===== src/verilog/nhf_pkg.sv =====
// How it works
// - Each sentence opens with a dollar sign and ends with CR then LF.
// - A fixed field sequence sits between start and end, comma separated.
// - Sentences repeat automatically at a programmed rate of 1 to 100 Hz.
// - A sentence due while one is still sending is skipped, never corrupted.
// - Sentences are output only; configuration arrives only over the register bus.
// - Header is P, a three-letter vendor tag, then H for health.
// - Health fields: time, sats, HDOP, mode, flags, reserved, checksum.
// - Time has up to 13 digits, three fractional, uptime or loaded UTC.
// - Satellite counts always print as two characters, ASCII zero plus each nibble of the register.
// - HDOP field prints the value written to the HDOP register over the bus.
// - Mode prints 0 for Euler angles and 1 for quaternions.
// - Overflow flag sets when a sentence is skipped; only reset clears it.
// - Each sensor fault flag holds until that sensor reads successfully.
// - Navigation timeout flag sets after 2 s silence, clears on valid packet.
// - The three reserved fields always print 0.
// - Checksum is XOR of bytes between dollar and asterisk, after asterisk.
// - Baud select spans 9600 to 921600, 115200 after reset.
package nhf_pkg;
    // Characters
    localparam logic [7:0] CH_DOLLAR = 8'h24;
    localparam logic [7:0] CH_COMMA = 8'h2C;
    localparam logic [7:0] CH_DOT = 8'h2E;
    localparam logic [7:0] CH_STAR = 8'h2A;
    localparam logic [7:0] CH_CR = 8'h0D;
    localparam logic [7:0] CH_LF = 8'h0A;
    localparam logic [7:0] CH_ZERO = 8'h30;
    localparam logic [7:0] CH_HEX_A = 8'h37;
    localparam logic [7:0] CH_P = 8'h50;
    localparam logic [7:0] CH_H = 8'h48;
    localparam logic [23:0] VENDOR_TAG = 24'h564E44; // Arbitrary value
    localparam logic [3:0] BCD_NINE = 4'h9;
    localparam logic [3:0] HEX_TEN = 4'hA;

    // Timing
    localparam int CLK_HZ = 20000000;
    localparam int MS_PER_S = 1000;
    localparam int MS_TICK_CYCLES = CLK_HZ / MS_PER_S;
    localparam int NAV_TIMEOUT_S = 2;
    localparam int NAV_TIMEOUT_MS = NAV_TIMEOUT_S * MS_PER_S;
    localparam int RATE_BASE_MS = 10;
    localparam int RATE_MIN_HZ = 1;
    localparam int RATE_MAX_HZ = 100;
    localparam logic [6:0] PERIOD_MAX = 7'(MS_PER_S / (RATE_BASE_MS * RATE_MIN_HZ));
    localparam logic [6:0] PERIOD_MIN = 7'(MS_PER_S / (RATE_BASE_MS * RATE_MAX_HZ));

    // Baud select codes
    localparam logic [2:0] BAUD_9600 = 3'h0;
    localparam logic [2:0] BAUD_115200 = 3'h4;
    localparam logic [2:0] BAUD_921600 = 3'h7;

    // Register offsets
    localparam logic [7:0] OFS_CTRL = 8'h00;
    localparam logic [7:0] OFS_SATS = 8'h04;
    localparam logic [7:0] OFS_HDOP = 8'h08;
    localparam logic [7:0] OFS_HEALTH = 8'h0C;
    localparam logic [7:0] OFS_INT_STAT = 8'h10;
    localparam logic [7:0] OFS_INT_MASK = 8'h14;

    // Interrupt bits
    localparam int INT_DONE = 0;
    localparam int INT_SKIP = 1;
    localparam int INT_FAULT = 2;
    localparam int INT_NAV = 3;
    localparam int INT_W = 4;

    // Sentence layout, by byte step
    localparam int TIME_DIGITS = 13;
    localparam int TIME_W = TIME_DIGITS * 4;
    localparam logic [5:0] ST_DOLLAR = 6'h00;
    localparam logic [5:0] ST_P = 6'h01;
    localparam logic [5:0] ST_TAG = 6'h02;
    localparam logic [5:0] ST_KIND = 6'h05;
    localparam logic [5:0] ST_TIME = 6'h07;
    localparam logic [5:0] ST_TUNIT = 6'h10;
    localparam logic [5:0] ST_TDOT = 6'h11;
    localparam logic [5:0] ST_TFRAC = 6'h14;
    localparam logic [5:0] ST_SATS = 6'h16;
    localparam logic [5:0] ST_VIEW = 6'h19;
    localparam logic [5:0] ST_HDOP = 6'h1C;
    localparam logic [5:0] ST_MODE = 6'h21;
    localparam logic [5:0] ST_FLAGS = 6'h23;
    localparam logic [5:0] ST_STAR = 6'h33;
    localparam logic [5:0] ST_HEX_HI = 6'h34;
    localparam logic [5:0] ST_HEX_LO = 6'h35;
    localparam logic [5:0] ST_CR = 6'h36;
    localparam logic [5:0] ST_LF = 6'h37;

    // Control register, enable in bit 0
    typedef struct packed {
        logic [2:0] baud;
        logic [6:0] period;
        logic mode;
        logic enable;
    } nhf_ctrl_type;
    localparam nhf_ctrl_type CTRL_RESET = '{BAUD_115200, PERIOD_MAX, 1'b0, 1'b0};

    // Values frozen for one sentence
    typedef struct packed {
        logic [TIME_W-1:0] timeBcd;
        logic [7:0] satsUsed;
        logic [7:0] satsView;
        logic [11:0] hdop;
        logic mode;
        logic overflow;
        logic [2:0] fault;
        logic navTimeout;
    } nhf_snap_type;
endpackage


===== src/verilog/nhf_framer.sv =====
module nhf_framer #(
    parameter int MS_CYCLES = nhf_pkg::MS_TICK_CYCLES,
    parameter int SENSORS = 3
) (
    input wire logic ref_clk,
    input wire logic reset,
    input wire logic psel,
    input wire logic penable,
    input wire logic pwrite,
    input wire logic [7:0] paddr,
    input wire logic [31:0] pwdata,
    output logic [31:0] prdata,
    output logic pready,
    output logic pslverr,
    output logic [7:0] txData,
    output logic txValid,
    input wire logic txReady,
    output logic [2:0] baudSel,
    output logic irq,
    input wire logic [SENSORS-1:0] sensorFault,
    input wire logic [SENSORS-1:0] sensorReadOk,
    input wire logic navPacketValid,
    input wire logic utcLoad,
    input wire logic [nhf_pkg::TIME_W-1:0] utcTime
);
    import nhf_pkg::*;

    // Hex digit to ASCII
    function automatic logic [7:0] hexChar(input logic [3:0] n);
        hexChar = (n < HEX_TEN) ? CH_ZERO + {4'h0, n} : CH_HEX_A + {4'h0, n};
    endfunction

    // Register decode, shared by write and error paths
    function automatic logic isMapped(input logic [7:0] a);
        isMapped = (a == OFS_CTRL) || (a == OFS_SATS) || (a == OFS_HDOP) ||
            (a == OFS_HEALTH) || (a == OFS_INT_STAT) || (a == OFS_INT_MASK);
    endfunction

    // Decimal increment of the time counter
    function automatic logic [TIME_W-1:0] bcdInc(input logic [TIME_W-1:0] v);
        logic c;
        bcdInc = v;
        c = 1'b1;
        for (int i = 0; i < TIME_DIGITS; i++) begin
            if (c) begin
                if (v[i*4 +: 4] == BCD_NINE) begin
                    bcdInc[i*4 +: 4] = 4'h0;
                end else begin
                    bcdInc[i*4 +: 4] = v[i*4 +: 4] + 4'h1;
                    c = 1'b0;
                end
            end
        end
    endfunction

    // Byte of the sentence at a step, with its emit bit on top
    function automatic logic [8:0] sentByte(input logic [5:0] s, input nhf_snap_type q,
        input logic [7:0] sum);
        logic [5:0] r;
        logic [7:0] fl;
        logic [3:0] dg;
        int ti;
        r = s - ST_FLAGS;
        fl = {3'b000, q.navTimeout, q.fault, q.overflow};
        ti = int'(ST_TFRAC) - int'(s) - ((s < ST_TDOT) ? 1 : 0);
        dg = 4'h0;
        sentByte = {1'b1, CH_COMMA};
        if (s == ST_DOLLAR) begin
            sentByte = {1'b1, CH_DOLLAR};
        end else if (s == ST_P) begin
            sentByte = {1'b1, CH_P};
        end else if (s >= ST_TAG && s < ST_KIND) begin
            sentByte = {1'b1, VENDOR_TAG[23 - 8 * int'(s - ST_TAG) -: 8]};
        end else if (s == ST_KIND) begin
            sentByte = {1'b1, CH_H};
        end else if (s == ST_TDOT) begin
            sentByte = {1'b1, CH_DOT};
        end else if (s >= ST_TIME && s <= ST_TFRAC) begin
            // Leading zeros of the whole seconds are dropped
            dg = q.timeBcd[ti*4 +: 4];
            sentByte = {!(s < ST_TUNIT && (q.timeBcd >> (4 * (ti + 1))) == '0 &&
                dg == 4'h0), CH_ZERO + {4'h0, dg}};
        end else if (s == ST_SATS || s == ST_SATS + 6'h01) begin
            dg = (s == ST_SATS) ? q.satsUsed[7:4] : q.satsUsed[3:0];
            sentByte = {1'b1, CH_ZERO + {4'h0, dg}};
        end else if (s == ST_VIEW || s == ST_VIEW + 6'h01) begin
            dg = (s == ST_VIEW) ? q.satsView[7:4] : q.satsView[3:0];
            sentByte = {1'b1, CH_ZERO + {4'h0, dg}};
        end else if (s == ST_HDOP) begin
            sentByte = {q.hdop[11:8] != 4'h0, CH_ZERO + {4'h0, q.hdop[11:8]}};
        end else if (s == ST_HDOP + 6'h01) begin
            sentByte = {1'b1, CH_ZERO + {4'h0, q.hdop[7:4]}};
        end else if (s == ST_HDOP + 6'h02) begin
            sentByte = {1'b1, CH_DOT};
        end else if (s == ST_HDOP + 6'h03) begin
            sentByte = {1'b1, CH_ZERO + {4'h0, q.hdop[3:0]}};
        end else if (s == ST_MODE) begin
            sentByte = {1'b1, CH_ZERO + {7'h00, q.mode}};
        end else if (s >= ST_FLAGS && s < ST_STAR && !r[0]) begin
            // Flags in order, reserved fields read as zero
            sentByte = {1'b1, CH_ZERO + {7'h00, fl[r[3:1]]}};
        end else if (s == ST_STAR) begin
            sentByte = {1'b1, CH_STAR};
        end else if (s == ST_HEX_HI) begin
            sentByte = {1'b1, hexChar(sum[7:4])};
        end else if (s == ST_HEX_LO) begin
            sentByte = {1'b1, hexChar(sum[3:0])};
        end else if (s == ST_CR) begin
            sentByte = {1'b1, CH_CR};
        end else if (s == ST_LF) begin
            sentByte = {1'b1, CH_LF};
        end
    endfunction

    nhf_ctrl_type ctrl_reg;
    nhf_snap_type snap_reg;
    logic [7:0] satsUsed_reg, satsView_reg;
    logic [11:0] hdop_reg;
    logic [TIME_W-1:0] time_reg;
    logic [31:0] msCnt_reg;
    logic [3:0] baseCnt_reg;
    logic [6:0] rateCnt_reg;
    logic [15:0] navMs_reg;
    logic navLinkTimeoutFlag_reg, overflow_reg, active_reg;
    logic [SENSORS-1:0] fault_reg;
    logic [5:0] step_reg;
    logic [7:0] csum_reg;
    logic [INT_W-1:0] intStatus_reg, intMask_reg;
    logic [7:0] txData_reg;
    logic txValid_reg, pready_reg, pslverr_reg, irq_reg;
    logic [31:0] prdata_reg;

    // Time base and rate divider
    wire msTick = (msCnt_reg == 32'(MS_CYCLES - 1));
    wire baseTick = msTick && (baseCnt_reg == 4'(RATE_BASE_MS - 1));
    wire periodHit = baseTick && (rateCnt_reg >= ctrl_reg.period - 7'h01);

    // Sentence sequencing
    wire canLoad = active_reg && (!txValid_reg || txReady);
    wire [8:0] curByte = sentByte(step_reg, snap_reg, csum_reg);
    wire startSent = periodHit && ctrl_reg.enable && !active_reg && !txValid_reg;
    wire skipSent = periodHit && ctrl_reg.enable && !startSent;
    wire sentDone = canLoad && (step_reg == ST_LF);
    wire inSum = (step_reg >= ST_P) && (step_reg < ST_STAR);
    wire navHit = msTick && (navMs_reg == 16'(NAV_TIMEOUT_MS - 1));

    // Register bus decode
    wire apbAccess = psel && penable;
    wire apbDone = apbAccess && pready_reg;
    wire apbWrite = apbDone && pwrite && isMapped(paddr);
    wire intRead = apbDone && !pwrite && (paddr == OFS_INT_STAT);
    wire [6:0] wrPeriod = pwdata[8:2];
    wire [6:0] clampPeriod = (wrPeriod < PERIOD_MIN) ? PERIOD_MIN :
        (wrPeriod > PERIOD_MAX) ? PERIOD_MAX : wrPeriod;
    wire [INT_W-1:0] events = {navHit && !navLinkTimeoutFlag_reg && !navPacketValid,
        |(sensorFault & ~fault_reg), skipSent, sentDone};
    wire [31:0] rdMux =
        (paddr == OFS_CTRL) ? {20'h00000, ctrl_reg} :
        (paddr == OFS_SATS) ? {16'h0000, satsView_reg, satsUsed_reg} :
        (paddr == OFS_HDOP) ? {20'h00000, hdop_reg} :
        (paddr == OFS_HEALTH) ? {26'h0000000, active_reg, navLinkTimeoutFlag_reg,
            fault_reg, overflow_reg} :
        (paddr == OFS_INT_STAT) ? {28'h0000000, intStatus_reg} :
        (paddr == OFS_INT_MASK) ? {28'h0000000, intMask_reg} : 32'h00000000;

    // Millisecond and 10 ms prescalers
    always_ff @(posedge ref_clk) begin
        if (reset || msTick) begin
            msCnt_reg <= 32'h00000000;
        end else begin
            msCnt_reg <= msCnt_reg + 32'h00000001;
        end
    end

    always_ff @(posedge ref_clk) begin
        if (reset || baseTick) begin
            baseCnt_reg <= 4'h0;
        end else if (msTick) begin
            baseCnt_reg <= baseCnt_reg + 4'h1;
        end
    end

    // Sentence period in 10 ms steps
    always_ff @(posedge ref_clk) begin
        if (reset || periodHit) begin
            rateCnt_reg <= 7'h00;
        end else if (baseTick) begin
            rateCnt_reg <= rateCnt_reg + 7'h01;
        end
    end

    // Uptime in milliseconds, or UTC once loaded
    always_ff @(posedge ref_clk) begin
        if (reset) begin
            time_reg <= '0;
        end else if (utcLoad) begin
            time_reg <= utcTime;
        end else if (msTick) begin
            time_reg <= bcdInc(time_reg);
        end
    end

    // Navigation link silence watchdog
    always_ff @(posedge ref_clk) begin
        if (reset || navPacketValid) begin
            navMs_reg <= 16'h0000;
            navLinkTimeoutFlag_reg <= 1'b0;
        end else if (msTick && !navLinkTimeoutFlag_reg) begin
            navMs_reg <= navMs_reg + 16'h0001;
            navLinkTimeoutFlag_reg <= navHit;
        end
    end

    // Sensor fault flags
    for (genvar g = 0; g < SENSORS; g++) begin : gFault
        always_ff @(posedge ref_clk) begin
            if (reset) begin
                fault_reg[g] <= 1'b0;
            end else if (sensorFault[g]) begin
                fault_reg[g] <= 1'b1;
            end else if (sensorReadOk[g]) begin
                fault_reg[g] <= 1'b0;
            end
        end
    end

    // Sticky overflow, cleared only by reset
    always_ff @(posedge ref_clk) begin
        if (reset) begin
            overflow_reg <= 1'b0;
        end else if (skipSent) begin
            overflow_reg <= 1'b1;
        end
    end

    // Sequencer state
    always_ff @(posedge ref_clk) begin
        if (reset) begin
            active_reg <= 1'b0;
            step_reg <= ST_DOLLAR;
        end else if (startSent) begin
            active_reg <= 1'b1;
            step_reg <= ST_DOLLAR;
        end else if (canLoad) begin
            active_reg <= !sentDone;
            step_reg <= step_reg + 6'h01;
        end
    end

    // Frozen field values and running checksum
    always_ff @(posedge ref_clk) begin
        if (reset) begin
            snap_reg <= '0;
            csum_reg <= 8'h00;
        end else if (startSent) begin
            snap_reg <= '{time_reg, satsUsed_reg, satsView_reg, hdop_reg, ctrl_reg.mode,
                overflow_reg, fault_reg, navLinkTimeoutFlag_reg};
            csum_reg <= 8'h00;
        end else if (canLoad && curByte[8] && inSum) begin
            csum_reg <= csum_reg ^ curByte[7:0];
        end
    end

    // Byte stream output, held until taken
    always_ff @(posedge ref_clk) begin
        if (reset) begin
            txValid_reg <= 1'b0;
            txData_reg <= 8'h00;
        end else if (canLoad && curByte[8]) begin
            txValid_reg <= 1'b1;
            txData_reg <= curByte[7:0];
        end else if (txReady) begin
            txValid_reg <= 1'b0;
        end
    end

    // Software registers; the bus is the only configuration path
    always_ff @(posedge ref_clk) begin
        if (reset) begin
            ctrl_reg <= CTRL_RESET;
            satsUsed_reg <= 8'h00;
            satsView_reg <= 8'h00;
            hdop_reg <= 12'h000;
            intMask_reg <= '0;
        end else if (apbWrite) begin
            if (paddr == OFS_CTRL) begin
                ctrl_reg <= '{pwdata[11:9], clampPeriod, pwdata[1], pwdata[0]};
            end
            if (paddr == OFS_SATS) begin
                satsUsed_reg <= pwdata[7:0];
                satsView_reg <= pwdata[15:8];
            end
            if (paddr == OFS_HDOP) begin
                hdop_reg <= pwdata[11:0];
            end
            if (paddr == OFS_INT_MASK) begin
                intMask_reg <= pwdata[INT_W-1:0];
            end
        end
    end

    // Interrupt status, read clears only what was returned
    always_ff @(posedge ref_clk) begin
        if (reset) begin
            intStatus_reg <= '0;
            irq_reg <= 1'b0;
        end else begin
            intStatus_reg <= (intRead ? intStatus_reg & ~prdata_reg[INT_W-1:0] :
                intStatus_reg) | events;
            irq_reg <= |(intStatus_reg & intMask_reg);
        end
    end

    // Bus answer after one wait state
    always_ff @(posedge ref_clk) begin
        if (reset) begin
            pready_reg <= 1'b0;
            pslverr_reg <= 1'b0;
            prdata_reg <= 32'h00000000;
        end else begin
            pready_reg <= apbAccess && !pready_reg;
            pslverr_reg <= apbAccess && !pready_reg && !isMapped(paddr);
            if (apbAccess && !pready_reg) begin
                prdata_reg <= pwrite ? 32'h00000000 : rdMux;
            end
        end
    end

    assign prdata = prdata_reg;
    assign pready = pready_reg;
    assign pslverr = pslverr_reg;
    assign txData = txData_reg;
    assign txValid = txValid_reg;
    assign baudSel = ctrl_reg.baud;
    assign irq = irq_reg;
endmodule


===== config.mk =====
export PLATFORM = sky130hd
export DESIGN_NAME = nhf_framer
export DESIGN_NICKNAME = d
export VERILOG_FILES = /design/src/verilog/nhf_pkg.sv /design/src/verilog/nhf_framer.sv
export SDC_FILE = /design/constraint.sdc
export NUM_CORES = 1
export LEC_CHECK = 0
export ABC_AREA = 1
export BUFFER_PORTS_ARGS = -buffer_cell sky130_fd_sc_hd__buf_2
export CAP_MARGIN = 0
export CORE_MARGIN = 3
export CORE_UTILIZATION = 36
export CTS_CLUSTER_SIZE = 28
export DETAILED_ROUTE_END_ITERATION = 16
export PLACE_DENSITY = 0.64
export REMOVE_ABC_BUFFERS = 1
export SYNTH_ARGS = -nofsm -noshare
export SYNTH_HDL_FRONTEND = slang
export SYNTH_SLANG_ARGS = --single-unit

===== constraint.sdc =====
create_clock -name ref_clk -period 3.5 [get_ports ref_clk]
set_input_delay 0.525 -clock ref_clk [delete_from_list [all_inputs] [get_ports ref_clk]]
set_output_delay 0.525 -clock ref_clk [all_outputs]
set_load 0.05 [all_outputs]

==> results.cfg <==
[synthesis]
yosysTopAreaCell = dfxtp_1
yosysMostFrequentCell = nand2_1
syn-instance-count = 2302
synth_area_per_cell_um2 = 6.79
synth_ff_type = dfxtp_1
synth_edf_count = 0
syn-cell-area_um2 = 15600
seq_area_frac_synth = 0.373
ys_warn_count = 0
ys_seq_elements = 291
synth.area.top_cells = dfxtp_1 (37%), nand2_1 (9.9%), a21oi_1 (7.7%)
synth_top_area_frac = 0.373
synthTopCellsByCount = nand2_1 (413), dfxtp_1 (291), inv_1 (281)
netlist-cell-type-count = 57
async_flop_share = 0

[drt]
highest_layer = met4
drtIter0Drc = 1124
vias_per_cell = 5.22
drc = 0
num_vias = 15700
antenna_violating_nets_post_route = 0
drt_pre_antenna_iters = 7
wl_met1_um = 20500
wl_per_cell_um = 14.5
wl_met2_um = 20200
met3_length_um = 2140
routed_wl_um = 43600

[placement]
pre_cts_ws_ns = 0.0795
port_buffers = 119
dp_hpwl_um = 32100
dp.cells = 2943
placed_area_um2 = 16800
place.gp.congestion = 0.892

[global_route]
grt_pass1_wl_um = 72600
first_global_vias = 14600
grt-ovfl-total = 0
track_usage = 0.185
grt_antenna_before_repair = 0
grt_max_degree = 92

[layout]
final_area_um2 = 18100
stdcell_count = 3006
largest_reg_flops = 86
area.growth.synth_to_final_pct = 16.1
drive_gt1_frac = 0.121
diodes = 0
final_util = 0.428
num-nets-final = 2540
fillers = 4469

[floorplanning]
fp.coreArea_um2 = 42400
pin_count = 153
start_util = 0.368
row_count = 75
dieArea_um2 = 46000
dieHeight_um = 214
fp.dieW_um = 214

[cts]
numCtsBuffers = 34
clockBufferDepth = 3
tritoncts = yes
clock-sinks = 291
clk_pin_slew_ns = 0.06
clk_latency_ns = 0.54
cts_hold_buf = 0
cts_max_level = 2
root_buffer = clkbuf_16

[worst_setup_path]
crit_arrival_ns = 3.67
start_kind = flop
end_kind = flop
critPathMaxFanout = 14
critical_path_class = reg -> reg
crit_required_ns = 3.95

[outcome]
status = completed

[timing]
tightest_slew_ns = 0.794
setup_ws_ns = 0.276
slew_viol_final = 0
max_freq_mhz = 310
setup_viol = 0
fin_crit_sh = 0.921
max_slew_margin = 0.470
layout_min_cycle_time_ns = 3.22
final_hold_viol_count = 0
skew_ns = 0.0215
holdWs_ns = 0.239

[pwr]
p_leak_uw = 0.00729
power_density_nw_per_um2 = 409
peakVddDrop_mv = 0.233

[run]
drv_cap = 0

[min_path]
holdCritPathClass = in -> reg
[through the flow]
stage / power (uW) / TNS, ns
6_report: 7420 / 0
5_1_grt: 7700 / -0.0136
4_1_cts: 7500 / 0
3_5_place_dp: 3880 / 0
3_3_place_gp: 3870 / 0
2_1_floorplan: 3700 / -7.19
[critical path, stage by stage, from the launching register on]
cell and delay [ns]:
dfxtp_1 0.32, inv_2 0.06, ha_2 0.18, inv_2 0.06, o31ai_4 0.23, ha_4 0.25, inv_2 0.06, buf_4 0.19
nand2_2 0.08, nand2_1 0.05, nor3b_1 0.17, nand2_1 0.08, nor2_2 0.11, nand2_1 0.07, nand2_2 0.06, nand3_2 0.08
nand2_1 0.08, nand2_1 0.06, a21oi_2 0.11, nand2_1 0.06, nand2_1 0.07, nand2_1 0.06, nand2_2 0.11, nand2_8 0.09
nand2_8 0.10, buf_6 0.14, nand2_1 0.05, a21oi_1 0.13
[routing by layer]
layer  global-route usage  vias to the layer above
met5                    0                        -
met4               0.0510                        0
met3               0.0278                       57
met2                0.304                      399
met1                0.253                     7306
li1                     -                     7924
[cell families (layout without fill, tap and decap cells)]
family | count (synthesis) | in the layout | synth area share
AO/OA/AOI/OAI | 600 | 600 | 0.216
XOR/XNOR | 35 | 35 | 0.0196
adder cells (fa/ha/maj) | 27 | 27 | 0.0216
buffers and inverters | 408 | 519 | 0.107
flip-flops | 291 | 291 | 0.373
other | 1 | 17 | 0.000240
AND/OR/NAND/NOR | 940 | 940 | 0.263
[timing repair]
item,CTS,global route
endpoints found under the setup margin,0,15
gates resized for setup,0,39
buffers inserted,0,4
[path summary, 6_finish.rpt]
kind / startpoint / end / slack (ns) / cells after the start
min reg2reg: prdata[14] / prdata[14] / 0.46 / 2
min: sensorFault[2] / fault_reg[2] / 0.24 / 3
max reg2reg: step_reg[0] / txData[5] / 0.28 / 27
max: step_reg[0] / txData[5] / 0.28 / 27
[cell type report]
cell class / instances / area, um2 / area share
Inverter: 298 / 1120 / 0.0618
Clock inverter: 11 / 113 / 0.00621
Clock buffer: 47 / 1030 / 0.0569
Timing Repair Buffer: 163 / 1000 / 0.0551
Tap cell: 577 / 722 / 0.0398
Multi-Input combinational cell: 1619 / 8330 / 0.459
Sequential cell: 291 / 5830 / 0.321
[power breakdown]
part / switching [uW] / total [uW] / internal, uW
Combinational: 278 / 398 / 120
Clock: 1410 / 3610 / 2210
Sequential: 47.4 / 3410 / 3360
[cell usage in the layout, fill, tap and decap left out, types with 4 or more instances in the layout]
master	instances
nor3_1	51
buf_2	118
or2_2	7
xor2_1	29
o221ai_1	13
a22oi_1	4
a221oi_1	9
o21a_1	4
a211oi_1	41
xnor2_1	6
nand4_1	46
clkinv_1	4
buf_12	4
dfxtp_1	290
nor3_2	4
clkbuf_16	38
conb_1	17
a21oi_1	238
ha_1	24
nand2_1	409
inv_2	15
o22ai_1	6
nor2_1	231
nor2_2	10
nor4_1	28
buf_4	39
o211ai_1	16
nand3_1	111
o31ai_1	6
a31oi_1	26
nor3b_1	7
o21ai_0	211
clkbuf_8	7
nand2_2	15
o21ai_1	5
clkinv_2	6
inv_1	278
(Power assumes the default switching activity.)
